$ cat src/hdl/tod_pkg.sv
package tod_pkg;
  // Register byte offsets
  localparam logic [11:0] REG_CTRL = 12'h000;
  localparam logic [11:0] REG_QUERY = 12'h004;
  localparam logic [11:0] REG_LEVEL = 12'h008;
  localparam logic [11:0] REG_TEXT_LEN = 12'h00c;
  localparam logic [11:0] REG_CURSOR = 12'h010;
  localparam logic [11:0] REG_ANNUN = 12'h014;
  localparam logic [11:0] REG_STATUS = 12'h018;
  localparam logic [11:0] TEXT_BASE = 12'h100;

  // Field positions
  localparam int CTRL_FUNC_BIT = 0;
  localparam int LVL_HI_OFS = 0;
  localparam int LVL_LO_OFS = 1;

  // Modulation selectors
  localparam logic [1:0] MOD_AM = 2'h0;
  localparam logic [1:0] MOD_FM = 2'h1;
  localparam logic [1:0] MOD_PM = 2'h2;

  // Annunciator weights, bit index of each lamp
  localparam int ANN_REMOTE = 0;
  localparam int ANN_LISTEN = 1;
  localparam int ANN_FREQUENCY_INDICATOR_START = 2;
  localparam int ANN_TALK = 3;
  localparam int ANN_SRQ = 4;
  localparam int ANN_FREQUENCY_INDICATOR = 5;
  localparam int ANN_FREQUENCY_INDICATOR_REL = 6;
  localparam int ANN_EMF = 7;
  localparam int ANN_SPECIAL = 8;
  localparam int ANN_SWEEP = 9;
  localparam int ANN_HI = 10;
  localparam int ANN_LO = 11;
  localparam int ANN_PM = 12;
  localparam int ANN_FM = 13;
  localparam int ANN_AM = 14;
  localparam int ANN_AMPL_START = 15;
  localparam int ANN_INT = 16;
  localparam int ANN_EXT = 17;
  localparam int ANN_AC = 18;
  localparam int ANN_DC = 19;
  localparam int ANN_AMPLITUDE_INDICATOR = 20;
  localparam int ANN_AMPL_REL = 21;
  localparam int ANN_STOP = 22;
  localparam int ANN_MSG = 23;
  localparam int ANN_W = ANN_MSG + 1;
  localparam int CURSOR_W = 25;

  // Display text limits
  localparam logic [6:0] TEXT_MAX = 7'd74;
  localparam logic [6:0] TEXT_MIN = 7'd25;

  // Reset values
  localparam logic [6:0] RST_TEXT_LEN = 7'h00;
  localparam logic [24:0] RST_CURSOR = 25'h0;
  localparam logic [23:0] RST_ANNUN = 24'h0;
  localparam logic [5:0] RST_LEVEL = 6'h0;

  // Characters
  localparam logic [7:0] CH_SPACE = 8'h20;
  localparam logic [7:0] CH_ZERO = 8'h30;
  localparam logic [7:0] CH_ONE = 8'h31;
  localparam logic [7:0] CH_PLUS = 8'h2b;
  localparam logic [7:0] CH_MINUS = 8'h2d;
  localparam logic [7:0] CH_H = 8'h48;
  localparam logic [7:0] CH_I = 8'h49;
  localparam logic [7:0] CH_L = 8'h4c;
  localparam logic [7:0] CH_O = 8'h4f;
  localparam logic [7:0] CH_K = 8'h4b;

  localparam logic [1:0] RESP_OKAY = 2'h0;
  localparam logic [1:0] RESP_SLVERR = 2'h2;

  typedef enum logic [1:0] {
    ITEM_TEXT = 2'b00,
    ITEM_CURSOR = 2'b01,
    ITEM_ANNUN = 2'b11
  } tod_item_t;

  typedef enum logic [1:0] {
    ST_IDLE = 2'b00,
    ST_FETCH = 2'b01,
    ST_SEND = 2'b11,
    ST_DONE = 2'b10
  } tod_fsm_t;
endpackage

$ cat src/hdl/tod_top.sv
`timescale 1ns/10ps
// Summary of operation
// - Level query reports selected modulation's level status
// - Numeric +1/-1/0, text HI/LO/OK
// - First talk numeric, second talk text
// - Display report is default talk output
// - First display item: text, max 74
// - Display text padded to at least 25
// - Second item: cursor weighted sum, decimal
// - Third item: annunciator weighted sum, decimal
// - Items repeat cyclically text, cursor, annunciator
// - Function execution restarts sequence at text
// - Shown messages go out as display text
// - Cursor position n weighs two to n
// - Annunciator sum one bit per lamp
// - HI/LO, modulation, source lamps fixed bits
module tod_top
  import tod_pkg::*;
#(
  parameter int ADDR_W = 12,
  parameter int TEXT_DEPTH = 74
) (
  input wire logic i_clk, // 100 MHz clock
  input wire logic i_rst_n, // Async reset, low
  input wire logic i_awvalid, // AXI write address valid
  output logic o_awready, // AXI write address ready
  input wire logic [ADDR_W-1:0] i_awaddr, // AXI write address
  input wire logic i_wvalid, // AXI write data valid
  output logic o_wready, // AXI write data ready
  input wire logic [31:0] i_wdata, // AXI write data
  input wire logic [3:0] i_wstrb, // AXI byte strobes
  output logic o_bvalid, // AXI write response valid
  input wire logic i_bready, // AXI write response ready
  output logic [1:0] o_bresp, // AXI write response
  input wire logic i_arvalid, // AXI read address valid
  output logic o_arready, // AXI read address ready
  input wire logic [ADDR_W-1:0] i_araddr, // AXI read address
  output logic o_rvalid, // AXI read data valid
  input wire logic i_rready, // AXI read data ready
  output logic [31:0] o_rdata, // AXI read data
  output logic [1:0] o_rresp, // AXI read response
  input wire logic i_talk, // Addressed to talk, pin level
  input wire logic i_byte_accept, // Byte taken, rising edge, pin
  output logic [7:0] o_talk_byte, // Talker data byte
  output logic o_talk_valid, // Talker byte available
  output logic o_talk_eom // Last byte of item
);
  typedef struct packed {
    logic talk_s1;
    logic talk_s2;
    logic acc_s1;
    logic acc_s2;
    logic acc_s3;
    logic awready;
    logic wready;
    logic aw_got;
    logic w_got;
    logic [ADDR_W-1:0] awaddr;
    logic [31:0] wdata;
    logic [3:0] wstrb;
    logic bvalid;
    logic [1:0] bresp;
    logic arready;
    logic rvalid;
    logic [31:0] rdata;
    logic [1:0] rresp;
    logic [6:0] text_len;
    logic [CURSOR_W-1:0] cursor;
    logic [ANN_W-1:0] annun;
    logic [5:0] level;
    logic [1:0] mod_sel;
    tod_fsm_t state;
    tod_item_t item;
    logic lvl_mode;
    logic lvl_text;
    logic src_text;
    logic [6:0] idx;
    logic [6:0] len;
    logic [63:0] num_buf;
    logic [7:0] byte_r;
    logic valid_r;
    logic eom_r;
  } tod_regs_t;

  tod_regs_t s_r;
  tod_regs_t s_nxt;
  logic ram_we;
  logic [6:0] ram_waddr;
  logic [7:0] ram_wdata;
  logic [7:0] ram_rdata;

  function automatic logic [31:0] tod_merge(input logic [31:0] old, input logic [31:0] wd, input logic [3:0] st);
    logic [31:0] m;
    m = {{8{st[3]}}, {8{st[2]}}, {8{st[1]}}, {8{st[0]}}};
    return (old & ~m) | (wd & m);
  endfunction

  // Binary to left-justified decimal text, {length, chars}, char 0 in low byte
  function automatic logic [67:0] tod_dec(input logic [25:0] v);
    logic [31:0] bcd;
    logic [3:0] lead;
    logic found;
    logic [63:0] chars;
    int k;
    bcd = 32'h0;
    lead = 4'h0;
    found = 1'b0;
    chars = {8{CH_SPACE}};
    for (int i = 25; i >= 0; i--) begin
      for (int j = 0; j < 8; j++) begin
        if (bcd[j*4+:4] >= 4'd5) begin
          bcd[j*4+:4] = bcd[j*4+:4] + 4'd3;
        end
      end
      bcd = {bcd[30:0], v[i]};
    end
    for (int i = 7; i >= 1; i--) begin
      if (!found && bcd[i*4+:4] == 4'h0) begin
        lead = lead + 4'd1;
      end else begin
        found = 1'b1;
      end
    end
    for (int i = 0; i < 8; i++) begin
      k = i + int'(lead);
      if (k < 8) begin
        chars[i*8+:8] = CH_ZERO + {4'h0, bcd[(7-k)*4+:4]};
      end
    end
    return {4'd8 - lead, chars};
  endfunction

  function automatic logic tod_in_text(input logic [ADDR_W-1:0] a);
    return (a >= ADDR_W'(TEXT_BASE)) && (a < ADDR_W'(TEXT_BASE) + ADDR_W'({TEXT_MAX, 2'b00}));
  endfunction

  always_comb begin
    logic talk;
    logic accept;
    logic func_exec;
    logic query;
    logic [1:0] q_mod;
    logic [31:0] mw;
    logic [67:0] dec;
    logic [1:0] hl;
    logic [6:0] tl;
    logic [6:0] addr_idx;
    talk = 1'b0;
    accept = 1'b0;
    func_exec = 1'b0;
    query = 1'b0;
    q_mod = 2'h0;
    mw = 32'h0;
    dec = 68'h0;
    hl = 2'h0;
    tl = 7'h0;
    addr_idx = 7'h0;
    s_nxt = s_r;
    ram_we = 1'b0;
    ram_waddr = 7'h0;
    ram_wdata = 8'h00;

    s_nxt.talk_s1 = i_talk;
    s_nxt.talk_s2 = s_r.talk_s1;
    s_nxt.acc_s1 = i_byte_accept;
    s_nxt.acc_s2 = s_r.acc_s1;
    s_nxt.acc_s3 = s_r.acc_s2;
    talk = s_r.talk_s2;
    accept = s_r.acc_s2 & ~s_r.acc_s3;

    // Write channel: address and data taken independently
    if (i_awvalid && s_r.awready) begin
      s_nxt.aw_got = 1'b1;
      s_nxt.awaddr = i_awaddr;
    end
    if (i_wvalid && s_r.wready) begin
      s_nxt.w_got = 1'b1;
      s_nxt.wdata = i_wdata;
      s_nxt.wstrb = i_wstrb;
    end
    if (s_r.aw_got && s_r.w_got && !s_r.bvalid) begin
      s_nxt.bvalid = 1'b1;
      s_nxt.bresp = RESP_OKAY;
      mw = tod_merge(32'h0, s_r.wdata, s_r.wstrb);
      addr_idx = 7'((s_r.awaddr - ADDR_W'(TEXT_BASE)) >> 2);
      if (tod_in_text(s_r.awaddr)) begin
        ram_we = s_r.wstrb[0];
        ram_waddr = addr_idx;
        ram_wdata = s_r.wdata[7:0];
      end else begin
        unique case ({s_r.awaddr[ADDR_W-1:2], 2'b00})
          ADDR_W'(REG_CTRL): func_exec = mw[CTRL_FUNC_BIT];
          ADDR_W'(REG_QUERY): begin
            query = s_r.wstrb[0];
            q_mod = s_r.wdata[1:0];
          end
          ADDR_W'(REG_LEVEL): s_nxt.level = 6'(tod_merge(32'(s_r.level), s_r.wdata, s_r.wstrb));
          ADDR_W'(REG_TEXT_LEN): s_nxt.text_len = 7'(tod_merge(32'(s_r.text_len), s_r.wdata, s_r.wstrb));
          ADDR_W'(REG_CURSOR): s_nxt.cursor = CURSOR_W'(tod_merge(32'(s_r.cursor), s_r.wdata, s_r.wstrb));
          ADDR_W'(REG_ANNUN): s_nxt.annun = ANN_W'(tod_merge(32'(s_r.annun), s_r.wdata, s_r.wstrb));
          ADDR_W'(REG_STATUS): s_nxt.bresp = RESP_OKAY;
          default: s_nxt.bresp = RESP_SLVERR;
        endcase
      end
    end
    if (s_r.bvalid && i_bready) begin
      s_nxt.bvalid = 1'b0;
      s_nxt.aw_got = 1'b0;
      s_nxt.w_got = 1'b0;
    end

    // Read channel; the text store is write-only and reads as zero
    if (i_arvalid && s_r.arready) begin
      s_nxt.rvalid = 1'b1;
      s_nxt.rresp = RESP_OKAY;
      s_nxt.rdata = 32'h0;
      if (!tod_in_text(i_araddr)) begin
        unique case ({i_araddr[ADDR_W-1:2], 2'b00})
          ADDR_W'(REG_CTRL): s_nxt.rdata = 32'h0;
          ADDR_W'(REG_QUERY): s_nxt.rdata = {30'h0, s_r.mod_sel};
          ADDR_W'(REG_LEVEL): s_nxt.rdata = {26'h0, s_r.level};
          ADDR_W'(REG_TEXT_LEN): s_nxt.rdata = {25'h0, s_r.text_len};
          ADDR_W'(REG_CURSOR): s_nxt.rdata = 32'(s_r.cursor);
          ADDR_W'(REG_ANNUN): s_nxt.rdata = 32'(s_r.annun);
          ADDR_W'(REG_STATUS): s_nxt.rdata = {17'h0, s_r.idx, s_r.lvl_text, s_r.lvl_mode, s_r.valid_r,
                                               s_r.talk_s2, s_r.item, s_r.state};
          default: s_nxt.rresp = RESP_SLVERR;
        endcase
      end
    end
    if (s_r.rvalid && i_rready) begin
      s_nxt.rvalid = 1'b0;
    end

    // Talker output
    tl = (s_r.text_len > TEXT_MAX) ? TEXT_MAX : s_r.text_len;
    unique case (s_r.state)
      ST_IDLE: begin
        s_nxt.valid_r = 1'b0;
        s_nxt.eom_r = 1'b0;
        if (talk) begin
          s_nxt.idx = 7'h0;
          s_nxt.src_text = 1'b0;
          s_nxt.state = ST_SEND;
          if (s_r.lvl_mode) begin
            hl = (s_r.mod_sel == MOD_AM || s_r.mod_sel == MOD_FM || s_r.mod_sel == MOD_PM) ?
                 s_r.level[{s_r.mod_sel, 1'b0}+:2] : 2'b00;
            if (hl[LVL_HI_OFS]) begin
              s_nxt.num_buf = s_r.lvl_text ? {48'h0, CH_I, CH_H} : {48'h0, CH_ONE, CH_PLUS};
              s_nxt.len = 7'd2;
            end else if (hl[LVL_LO_OFS]) begin
              s_nxt.num_buf = s_r.lvl_text ? {48'h0, CH_O, CH_L} : {48'h0, CH_ONE, CH_MINUS};
              s_nxt.len = 7'd2;
            end else begin
              s_nxt.num_buf = s_r.lvl_text ? {48'h0, CH_K, CH_O} : {56'h0, CH_ZERO};
              s_nxt.len = s_r.lvl_text ? 7'd2 : 7'd1;
            end
          end else begin
            unique case (s_r.item)
              ITEM_TEXT: begin
                s_nxt.src_text = 1'b1;
                s_nxt.len = (tl < TEXT_MIN) ? TEXT_MIN : tl;
                s_nxt.state = ST_FETCH;
              end
              ITEM_CURSOR: dec = tod_dec({s_r.cursor, 1'b0});
              ITEM_ANNUN: dec = tod_dec({2'b00, s_r.annun});
              default: dec = tod_dec(26'h0);
            endcase
            if (s_r.item != ITEM_TEXT) begin
              s_nxt.num_buf = dec[63:0];
              s_nxt.len = {3'h0, dec[67:64]};
            end
          end
          if (s_nxt.state == ST_SEND) begin
            s_nxt.byte_r = s_nxt.num_buf[7:0];
            s_nxt.valid_r = 1'b1;
            s_nxt.eom_r = (s_nxt.len == 7'd1);
          end
        end
      end
      ST_FETCH: begin
        if (!talk) begin
          s_nxt.state = ST_IDLE;
        end else begin
          // Characters past the written text are spaces
          s_nxt.byte_r = (s_r.idx < tl) ? ram_rdata : CH_SPACE;
          s_nxt.valid_r = 1'b1;
          s_nxt.eom_r = (s_r.idx == s_r.len - 7'd1);
          s_nxt.state = ST_SEND;
        end
      end
      ST_SEND: begin
        if (!talk) begin
          // Aborted mid-item: pointer stays, same item next time
          s_nxt.valid_r = 1'b0;
          s_nxt.eom_r = 1'b0;
          s_nxt.state = ST_IDLE;
        end else if (accept) begin
          s_nxt.valid_r = 1'b0;
          if (s_r.eom_r) begin
            s_nxt.eom_r = 1'b0;
            s_nxt.state = ST_DONE;
            if (s_r.lvl_mode) begin
              s_nxt.lvl_text = ~s_r.lvl_text;
              s_nxt.lvl_mode = ~s_r.lvl_text;
            end else begin
              unique case (s_r.item)
                ITEM_TEXT: s_nxt.item = ITEM_CURSOR;
                ITEM_CURSOR: s_nxt.item = ITEM_ANNUN;
                ITEM_ANNUN: s_nxt.item = ITEM_TEXT;
                default: s_nxt.item = ITEM_TEXT;
              endcase
            end
          end else begin
            s_nxt.idx = s_r.idx + 7'd1;
            if (s_r.src_text) begin
              s_nxt.state = ST_FETCH;
            end else begin
              s_nxt.num_buf = s_r.num_buf >> 8;
              s_nxt.byte_r = s_nxt.num_buf[7:0];
              s_nxt.valid_r = 1'b1;
              s_nxt.eom_r = (s_nxt.idx == s_r.len - 7'd1);
            end
          end
        end
      end
      ST_DONE: begin
        // One item per addressing; wait for talk to drop
        if (!talk) begin
          s_nxt.state = ST_IDLE;
        end
      end
      default: s_nxt.state = ST_IDLE;
    endcase

    // Software commands win over the talker's own advance
    if (query) begin
      s_nxt.lvl_mode = 1'b1;
      s_nxt.lvl_text = 1'b0;
      s_nxt.mod_sel = q_mod;
    end
    if (func_exec) begin
      s_nxt.item = ITEM_TEXT;
      s_nxt.lvl_mode = 1'b0;
      s_nxt.lvl_text = 1'b0;
    end

    s_nxt.awready = ~s_nxt.aw_got;
    s_nxt.wready = ~s_nxt.w_got;
    s_nxt.arready = ~s_nxt.rvalid;
  end

  always_ff @(posedge i_clk or negedge i_rst_n) begin
    if (!i_rst_n) begin
      s_r <= '0;
      s_r.text_len <= RST_TEXT_LEN;
      s_r.cursor <= RST_CURSOR;
      s_r.annun <= RST_ANNUN;
      s_r.level <= RST_LEVEL;
      s_r.mod_sel <= MOD_AM;
      s_r.state <= ST_IDLE;
      s_r.item <= ITEM_TEXT;
    end else begin
      s_r <= s_nxt;
    end
  end

  tod_text_ram #(
    .DEPTH(TEXT_DEPTH),
    .AW(7)
  ) u_text (
    .i_clk(i_clk),
    .i_rst_n(i_rst_n),
    .i_we(ram_we),
    .i_waddr(ram_waddr),
    .i_wdata(ram_wdata),
    .i_raddr(s_nxt.idx),
    .o_rdata(ram_rdata)
  );

  assign o_awready = s_r.awready;
  assign o_wready = s_r.wready;
  assign o_bvalid = s_r.bvalid;
  assign o_bresp = s_r.bresp;
  assign o_arready = s_r.arready;
  assign o_rvalid = s_r.rvalid;
  assign o_rdata = s_r.rdata;
  assign o_rresp = s_r.rresp;
  assign o_talk_byte = s_r.byte_r;
  assign o_talk_valid = s_r.valid_r;
  assign o_talk_eom = s_r.eom_r;
endmodule

$ cat src/hdl/tod_text_ram.sv
`timescale 1ns/10ps
module tod_text_ram #(
  parameter int DEPTH = 74,
  parameter int AW = 7
) (
  input wire logic i_clk, // Clock
  input wire logic i_rst_n, // Async reset, low
  input wire logic i_we, // Write enable
  input wire logic [AW-1:0] i_waddr, // Write index
  input wire logic [7:0] i_wdata, // Write character
  input wire logic [AW-1:0] i_raddr, // Read index
  output logic [7:0] o_rdata // Registered read character
);
  logic [7:0] mem [DEPTH];

  always_ff @(posedge i_clk) begin
    if (i_we) begin
      mem[i_waddr] <= i_wdata;
    end
  end

  always_ff @(posedge i_clk or negedge i_rst_n) begin
    if (!i_rst_n) begin
      o_rdata <= 8'h00;
    end else begin
      o_rdata <= mem[i_raddr];
    end
  end
endmodule

$ cat config.mk
export PLATFORM = sky130hd
export DESIGN_NAME = tod_top
export DESIGN_NICKNAME = d
export VERILOG_FILES = /design/src/hdl/tod_pkg.sv /design/src/hdl/tod_top.sv /design/src/hdl/tod_text_ram.sv
export SDC_FILE = /design/constraint.sdc
export NUM_CORES = 2
export LEC_CHECK = 0
export BUFFER_PORTS_ARGS = -buffer_cell sky130_fd_sc_hd__buf_2
export CAP_MARGIN = 20
export CORE_MARGIN = 4
export CORE_UTILIZATION = 58
export CTS_CLUSTER_SIZE = 8
export DETAILED_ROUTE_END_ITERATION = 10
export HOLD_SLACK_MARGIN = 0.06
export PLACE_DENSITY_LB_ADDON = 0.15
export SETUP_SLACK_MARGIN = 0.3
export SYNTH_ARGS = -nofsm -noshare
export SYNTH_HDL_FRONTEND = slang
export SYNTH_HIERARCHICAL = 1
export SYNTH_SLANG_ARGS = --single-unit
$ cat constraint.sdc
create_clock -name i_clk -period 28.9 [get_ports i_clk]
set_clock_uncertainty 0.05 [all_clocks]
set_input_delay 2.89 -clock i_clk [delete_from_list [all_inputs] [get_ports i_clk]]
set_output_delay 2.89 -clock i_clk [all_outputs]
set_load 0.1 [all_outputs]
Word-level counts from Yosys, hierarchy flattened
Memory sizes are Yosys's and may differ from the RTL's. A register that Yosys moved wholly into a read port is not among the register bits.
Index checks and enable logic that the tools add are counted.
{"block": "classes", "addsub": 247, "multipliers": 0, "n_div": 0, "n_lt_le_gt_ge": 207, "n_eq_ne": 35, "shifts": 17, "mux": 1148, "bitwise": 17, "n_reduce_logical": 84}
{"op": "4-bit two-way mux", "count": 982}
{"op": "4-bit by 3-bit >= comparator with 1-bit output (second input constant)", "count": 169}
{"op": "4-bit by 2-bit adder with 4-bit output (second input constant)", "count": 168}
{"op": "32-bit by 8-bit variable part select with 4-bit output", "count": 14}
{"op": "71-bit two-way mux", "count": 4}
{"op": "68-bit case mux with 3 select lines", "count": 1}
{"op": "7-bit two-way mux", "count": 24}
{"op": "25-bit case mux with 6 select lines", "count": 1}
{"op": "74-bit two-way mux", "count": 2}
{"op": "66-bit two-way mux", "count": 2}
{"op": "64-bit case mux with 2 select lines", "count": 1}
{"op": "6-bit by 4-bit adder with 7-bit output (first input constant)", "count": 16}
{"op": "88-bit two-way mux", "count": 1}
{"op": "3-bit by 5-bit subtractor with 6-bit output (first input constant)", "count": 14}
{"op": "1-bit two-way mux", "count": 79}
{"op": "73-bit two-way mux", "count": 1}
{"op": "72-bit two-way mux", "count": 1}
{"op": "5-bit by 4-bit < comparator with 1-bit output (second input constant)", "count": 14}
{"op": "32-bit by 7-bit variable part select with 4-bit output", "count": 2}
{"op": "10-bit by 3-bit equality test with 1-bit output (second input constant)", "count": 6}
{"op": "3-bit by 2-bit adder with 4-bit output (second input constant)", "count": 14}
{"op": "4-bit zero test", "count": 13}
{"op": "25-bit bitwise AND", "count": 2}
{"op": "4-bit by 1-bit adder with 4-bit output (second input constant)", "count": 12}
{"op": "65 further kinds", "count": 212}
{"block": "word_totals", "ff_bits": 248, "latch_bits": 0, "mem_bits_rw": 592, "rom_bits": 0, "inputBits": 69, "output_inout_bits": 51, "elab_cells": 1791, "memories": 1}
{"name": "u_text.mem", "words": 74, "width": 8, "rd": 1, "rd_clocked_by_memory_dff": 1, "write_ports": 1, "line_no": "tod_text_ram.sv:14", "rtl": "logic [7:0] mem [DEPTH];"}

Longest topological paths before layout
{"block": "depth", "word_depth": 200, "ltp_mapped": 159, "ltp_nobuf": 157}

Hierarchy
The synthesis kept the hierarchy.
{"mod": "tod_top", "n_inst": 1, "cells_each": 5422, "area_per_inst_um2": 41235.8, "seq_area_each_um2": 5680.4}
{"mod": "tod_text_ram", "n_inst": 1, "cells_each": 1070, "area_per_inst_um2": 23162.2, "seq_area_each_um2": 17977.2}

Least setup slack after synthesis
No wires, ideal clock.
{"block": "synth_path", "path_type": "register to register", "startpoint": "register s_r[125] (netlist name)", "endpoint": "register s_r[36] (netlist name)", "setup_ns": 0.133, "arrival_time_ns": 26.177, "required_ns": 28.717, "path_slack_ns": 2.540, "path_stages_with_launch": 154, "n_path_buf": 2, "period_less_slack_ns": 26.360, "cell_sequence": "dfrtp_1 -> buf_2 -> inv_1 -> ha_1 -> or2_2 -> a21oi_1 -> ha_1 -> nor2b_1 -> nor4_1 -> nor3_1 -> or2_2 -> ha_1 -> nand2b_1 -> nand4_1 -> nand2_1 -> ha_1 -> nor2_1 -> and4b_1 -> (+118 left out) -> nor3_1 -> xor2_1 -> nand2_1 -> xnor2_1 -> nand2_1 -> xor2_1 -> or3_1 -> clkbuf_1 -> inv_1 -> ha_1 -> a21oi_1 -> xnor2_1 -> ha_1 -> and4b_1 -> a32oi_1 -> nor2_1 -> a21oi_1 -> o41ai_1"}
{"block": "synth_between", "elab_chain_len": 186, "elab_cells_between_ends": 691, "cone_classes": "add/sub: 93; order compare: 85; shift: 1; mux: 493; reduce/logical: 19"}
{"element": "start: declaration", "line_no": "tod_top.sv:85", "rtl": "tod_regs_t s_r;"}
{"element": "start signal: assignment", "line_no": "tod_top.sv:364", "rtl": "s_r <= s_nxt;"}
{"element": "3-bit by 2-bit adder with 4-bit output / 3-bit >= comparator (equally long branches)", "line_no": "tod_top.sv:112, tod_top.sv:111"}
{"element": "4-bit two-way mux *", "line_no": "tod_top.sv:111", "rtl": "if (bcd[j*4+:4] >= 4'd5) begin"}
{"element": "4-bit two-way mux *", "line_no": "tod_top.sv:259", "rtl": "unique case (s_r.item)"}
{"element": "4-bit two-way mux *", "line_no": "tod_top.sv:245", "rtl": "if (s_r.lvl_mode) begin"}
{"element": "4-bit two-way mux *", "line_no": "tod_top.sv:241", "rtl": "if (talk) begin"}
{"element": "4-bit two-way mux *", "line_no": "tod_top.sv:237", "rtl": "unique case (s_r.state)"}
{"element": "branches (longest 172 deep; another with 4-bit by 2-bit adder with 4-bit output)"}
{"element": "7-bit two-way mux *", "line_no": "tod_top.sv:126", "rtl": "if (k < 8) begin"}
{"element": "68-bit case mux with 3 select lines *", "line_no": "tod_top.sv:259"}
{"element": "71-bit two-way mux *", "line_no": "tod_top.sv:269", "rtl": "if (s_r.item != ITEM_TEXT) begin"}
{"element": "71-bit two-way mux *", "line_no": "tod_top.sv:245"}
{"element": "71-bit two-way mux *", "line_no": "tod_top.sv:241"}
{"element": "71-bit two-way mux *", "line_no": "tod_top.sv:237"}
{"element": "88-bit two-way mux *", "line_no": "tod_top.sv:241"}
{"element": "64-bit case mux with 2 select lines *", "line_no": "tod_top.sv:237"}
Every way passes the cells marked *. The select of a mux whose other input is x is not followed.
A chain may end at the register's enable or synchronous reset.

Final worst setup path
{"block": "layout_path", "startpoint": "register s_r[124] (netlist name)", "endpoint": "register s_r[50] (netlist name)"}
{"block": "layout_between", "elab_chain_len": 186, "elab_cells_between_ends": 691, "cone_classes": "add/sub: 93; order compare: 85; shift: 1; mux: 493; reduce/logical: 19"}
{"element": "3-bit by 2-bit adder with 4-bit output / 3-bit >= comparator (equally long branches)", "line_no": "tod_top.sv:112, tod_top.sv:111"}
{"element": "4-bit two-way mux *", "line_no": "tod_top.sv:111"}
{"element": "4-bit two-way mux *", "line_no": "tod_top.sv:259"}
{"element": "4-bit two-way mux *", "line_no": "tod_top.sv:245"}
{"element": "4-bit two-way mux *", "line_no": "tod_top.sv:241"}
{"element": "4-bit two-way mux *", "line_no": "tod_top.sv:237"}
{"element": "branches (longest 172 deep; another with 4-bit by 2-bit adder with 4-bit output)"}
{"element": "7-bit two-way mux *", "line_no": "tod_top.sv:126"}
{"element": "68-bit case mux with 3 select lines *", "line_no": "tod_top.sv:259"}
{"element": "71-bit two-way mux *", "line_no": "tod_top.sv:269"}
{"element": "71-bit two-way mux *", "line_no": "tod_top.sv:245"}
{"element": "71-bit two-way mux *", "line_no": "tod_top.sv:241"}
{"element": "71-bit two-way mux *", "line_no": "tod_top.sv:237"}
{"element": "88-bit two-way mux *", "line_no": "tod_top.sv:241"}
{"element": "64-bit case mux with 2 select lines *", "line_no": "tod_top.sv:237"}
Marks and branches as above.

==> flow_summary_export.csv <==
group,metric,value,unit
sta,finalHoldViolCount,0,
route,drc,0,
sta,fin_ws,1.844,ns
route,vias,52950,
synth,ys.flop_type,"edfxtp_1",
run_status,status,"finished, final reports clean",
route,drt_first_pass_iters,6,
floorplan,dieArea,0.1164,mm²
critical_path,crit_fanout,6,
critical_path,worstReg2RegEnd,"s_r[50]",
layout,area_delta_synth_final,10.22,%
clock_network,clock_latency,0.71,ns
floorplan,initial_core_util,58.75,%
sta,hold_slack,0.3031,ns
synth,synthXorXnorAreaFrac,2.273,%
synth,synth-compound-area-share,20.84,%
route,avgRoutedWirePerCell,20.66,µm
run,drv_cap,0,
layout,finalNetCount,7006,
sta,finalMaxSlewViolations,0,
synth,syn-cell-area,0.06440,mm²
route,totalWireLength,167900,µm
synth,synth-warning-count,6,
clock_network,clockRootBuffer,"clkbuf_16",
floorplan,die_y,341.2,µm
sta,tightest_slew,1.064,ns
placed_design,hpwl,118700,µm
critical_path,reg2reg_depth,143,
synth,yosysUniqueCellTypes,139,
floorplan,die_w,341.2,µm
layout,fin_cells,8127,
clock_network,clock_sinks,827,
synth,netlist_instances,6492,
critical_path,crit_buf_inv,14,
clock_network,cts_tree,"done",
sta,finalCritPeriodShare,93.62,%
critical_path,required,29.40,ns
synth,yosys.area_share.adder,6.373,%
global_route,grt_pass1_wl,264800,µm
global_route,grtUsageTotal,27.70,%
layout,fillers,8594,
placed_design,gp_congestion,0.9127,
critical_path,critical_path.endpoint,"s_r[50]",
critical_path,worst_path_max_delay_cell,"or3_4",
sta,fmax,0.03696,GHz
critical_path,critPathArrivalTime,27.56,ns
critical_path,crit_type,"reg2reg",
synth,synth_edf_count,592,
synth,async_flop_share,28.42,%
min_path,holdCritPathClass,"reg2reg",
route,drtIter0Drc,4872,
global_route,grt-ovfl-total,0,
placed_design,io_buffer_count,99,
placed_design,dp_slack,-0.5795,ns
critical_path,slowest_delay,0.44,ns
synth,synth_top_family_by_area,"compound AO/OA/AOI/OAI gates",
clock_network,clk_pin_slew,0.05,ns
layout,drive_above_1_share,17.71,%
critical_path,crit_family,"simple AND/OR/NAND/NOR gates",
clock_network,ctsLongestPathBuffers,3,
synth,synth-seq-cells,827,
synth,syn_area_per_cell,9.920,µm²
critical_path,path_depth,143,
sta,tns,0,ns
sta,min_period,27.06,ns
critical_path,endpoint_kind,"flop",
floorplan,coreArea,0.1096,mm²
sta,setup_viol,0,
global_route,grt_pass1_vias,49810,
placed_design,placed_cells,7914,
global_route,antenna_found_initial,4,
route,postRouteAntennaNets,0,
critical_path,crit_top_cell,"ha_1",
clock_network,numCtsBuffers,115,
clock_network,cts_hold_buf,0,
route,vias_per_cell,6.515,
global_route,grt_max_degree,156,
sta,relSlewSlack,28.07,%
critical_path,reg2reg_slack,1.84,ns
floorplan,rows,121,
synth,yosys.area_share.simple,15.49,%
clock_network,ctsHtreeMaxLevel,3,
synth,ys_seq_area_share,36.74,%
critical_path,startpoint,"s_r[124]",
critical_path,start_kind,"flop",
synth,synth.mux.area_fraction,13.92,%
critical_path,r2r-start,"s_r[124]",
floorplan,ioPinCount,120,
## stage by stage
step	cell area (µm²)	util, %
floorplan	64430	-
global placement	66310	60.50
detailed placement	66370	60.55
CTS	69700	63.59
global route	70980	64.75
finish	70980	64.76
## cells in the mapped netlist (83+ instances only)
| cell | instances | area share, % |
|---|---|---|
| clkbuf_1 | 146 | 0.85 |
| o211ai_1 | 102 | 1.2 |
| mux4_2 | 148 | 5.2 |
| o21a_1 | 83 | 0.97 |
| ha_1 | 328 | 6.4 |
| nand2_1 | 500 | 2.9 |
| and2_1 | 104 | 1.0 |
| xnor2_1 | 107 | 1.5 |
| o21ai_0 | 285 | 2.2 |
| nor2_1 | 445 | 2.6 |
| nor3_1 | 157 | 1.2 |
| mux2i_1 | 288 | 4.5 |
| a21oi_1 | 343 | 2.7 |
| edfxtp_1 | 592 | 28 |
| inv_1 | 345 | 2.0 |
| dfrtp_1 | 235 | 9.1 |
| nand2b_1 | 119 | 1.2 |
| nand3_1 | 180 | 1.4 |
| mux2_2 | 232 | 4.1 |
## worst min path at each step
stage / from / to / slack [ns] / depth (start not counted)
after floorplan: s_nxt[251] / s_nxt[250] / 0.28 / 0
after global placement: s_nxt[251] / s_nxt[250] / 0.28 / 0
after detailed placement: s_nxt[251] / s_nxt[250] / 0.29 / 0
after CTS: s_nxt[251] / s_nxt[250] / 0.30 / 0
after global routing: s_nxt[251] / s_nxt[250] / 0.30 / 0
final: s_nxt[251] / s_nxt[250] / 0.30 / 0
## routing by layer
metal	routed length, µm	vias up	global-route usage (%)
met5	100	-	0.5833
met4	3732	4	5.904
met3	13490	227	5.469
met2	76970	1861	44.67
met1	73580	25760	39.06
li1	-	25090	-
## sequential cells by signal, summed over array words and instances (netlist names), 3 cells and up
name	flops
o_rdata	25
o_talk_byte	8
s_nxt	3
s_r	182
u_text/mem	592
u_text/o_rdata	8
## layout make-up
class | count | area, µm² | area share, %
clock inverter | 10 | 206.4 | 0.2909
tap | 1476 | 1847 | 2.602
antenna | 1 | 2.502 | 0.003526
clock buffer | 148 | 3033 | 4.273
timing repair buffer | 266 | 1829 | 2.577
multi-input combinational | 5022 | 38980 | 54.92
inverter | 377 | 1416 | 1.995
sequential | 827 | 23660 | 33.34
## cells by family (layout without fill, tap and decap cells)
group / Yosys count / after routing
simple gates: 1988 / 1988
compound gates: 1863 / 1863
flops: 827 / 827
mux: 677 / 677
buf+inv: 651 / 801
fa+ha+maj: 328 / 328
xor+xnor: 157 / 157
other cells: 1 / 10
## placed cells by master (no fill, tap or decap), types with 65 or more instances in the layout
| master | instances |
|---|---|
| nor2_1 | 436 |
| nand2b_1 | 118 |
| and2_1 | 95 |
| mux4_2 | 148 |
| nor3_1 | 149 |
| a22oi_1 | 66 |
| inv_1 | 338 |
| buf_2 | 98 |
| o211ai_1 | 102 |
| edfxtp_1 | 592 |
| nand2_1 | 496 |
| mux2i_1 | 277 |
| clkbuf_16 | 116 |
| ha_1 | 314 |
| and3_1 | 71 |
| buf_4 | 162 |
| a21o_1 | 66 |
| dfrtp_1 | 232 |
| a211oi_1 | 65 |
| o21ai_0 | 278 |
| or3_1 | 66 |
| nand3_1 | 180 |
| mux2_2 | 231 |
| o21a_1 | 82 |
| nor2b_1 | 74 |
| xnor2_1 | 81 |
| a21oi_1 | 336 |
## what timing repair did
| action | CTS | global route |
|---|---|---|
| endpoints found under the hold margin | 0 | 0 |
| resized for setup | 17 | 186 |
| setup buffers | 0 | 53 |
| pin swaps | 1 | 50 |
| setup endpoints to repair | 46 | 50 |
Power is left out: the tool's default activity adds up to more than one toggle a clock period on the data nets, which glitch-free logic cannot reach.
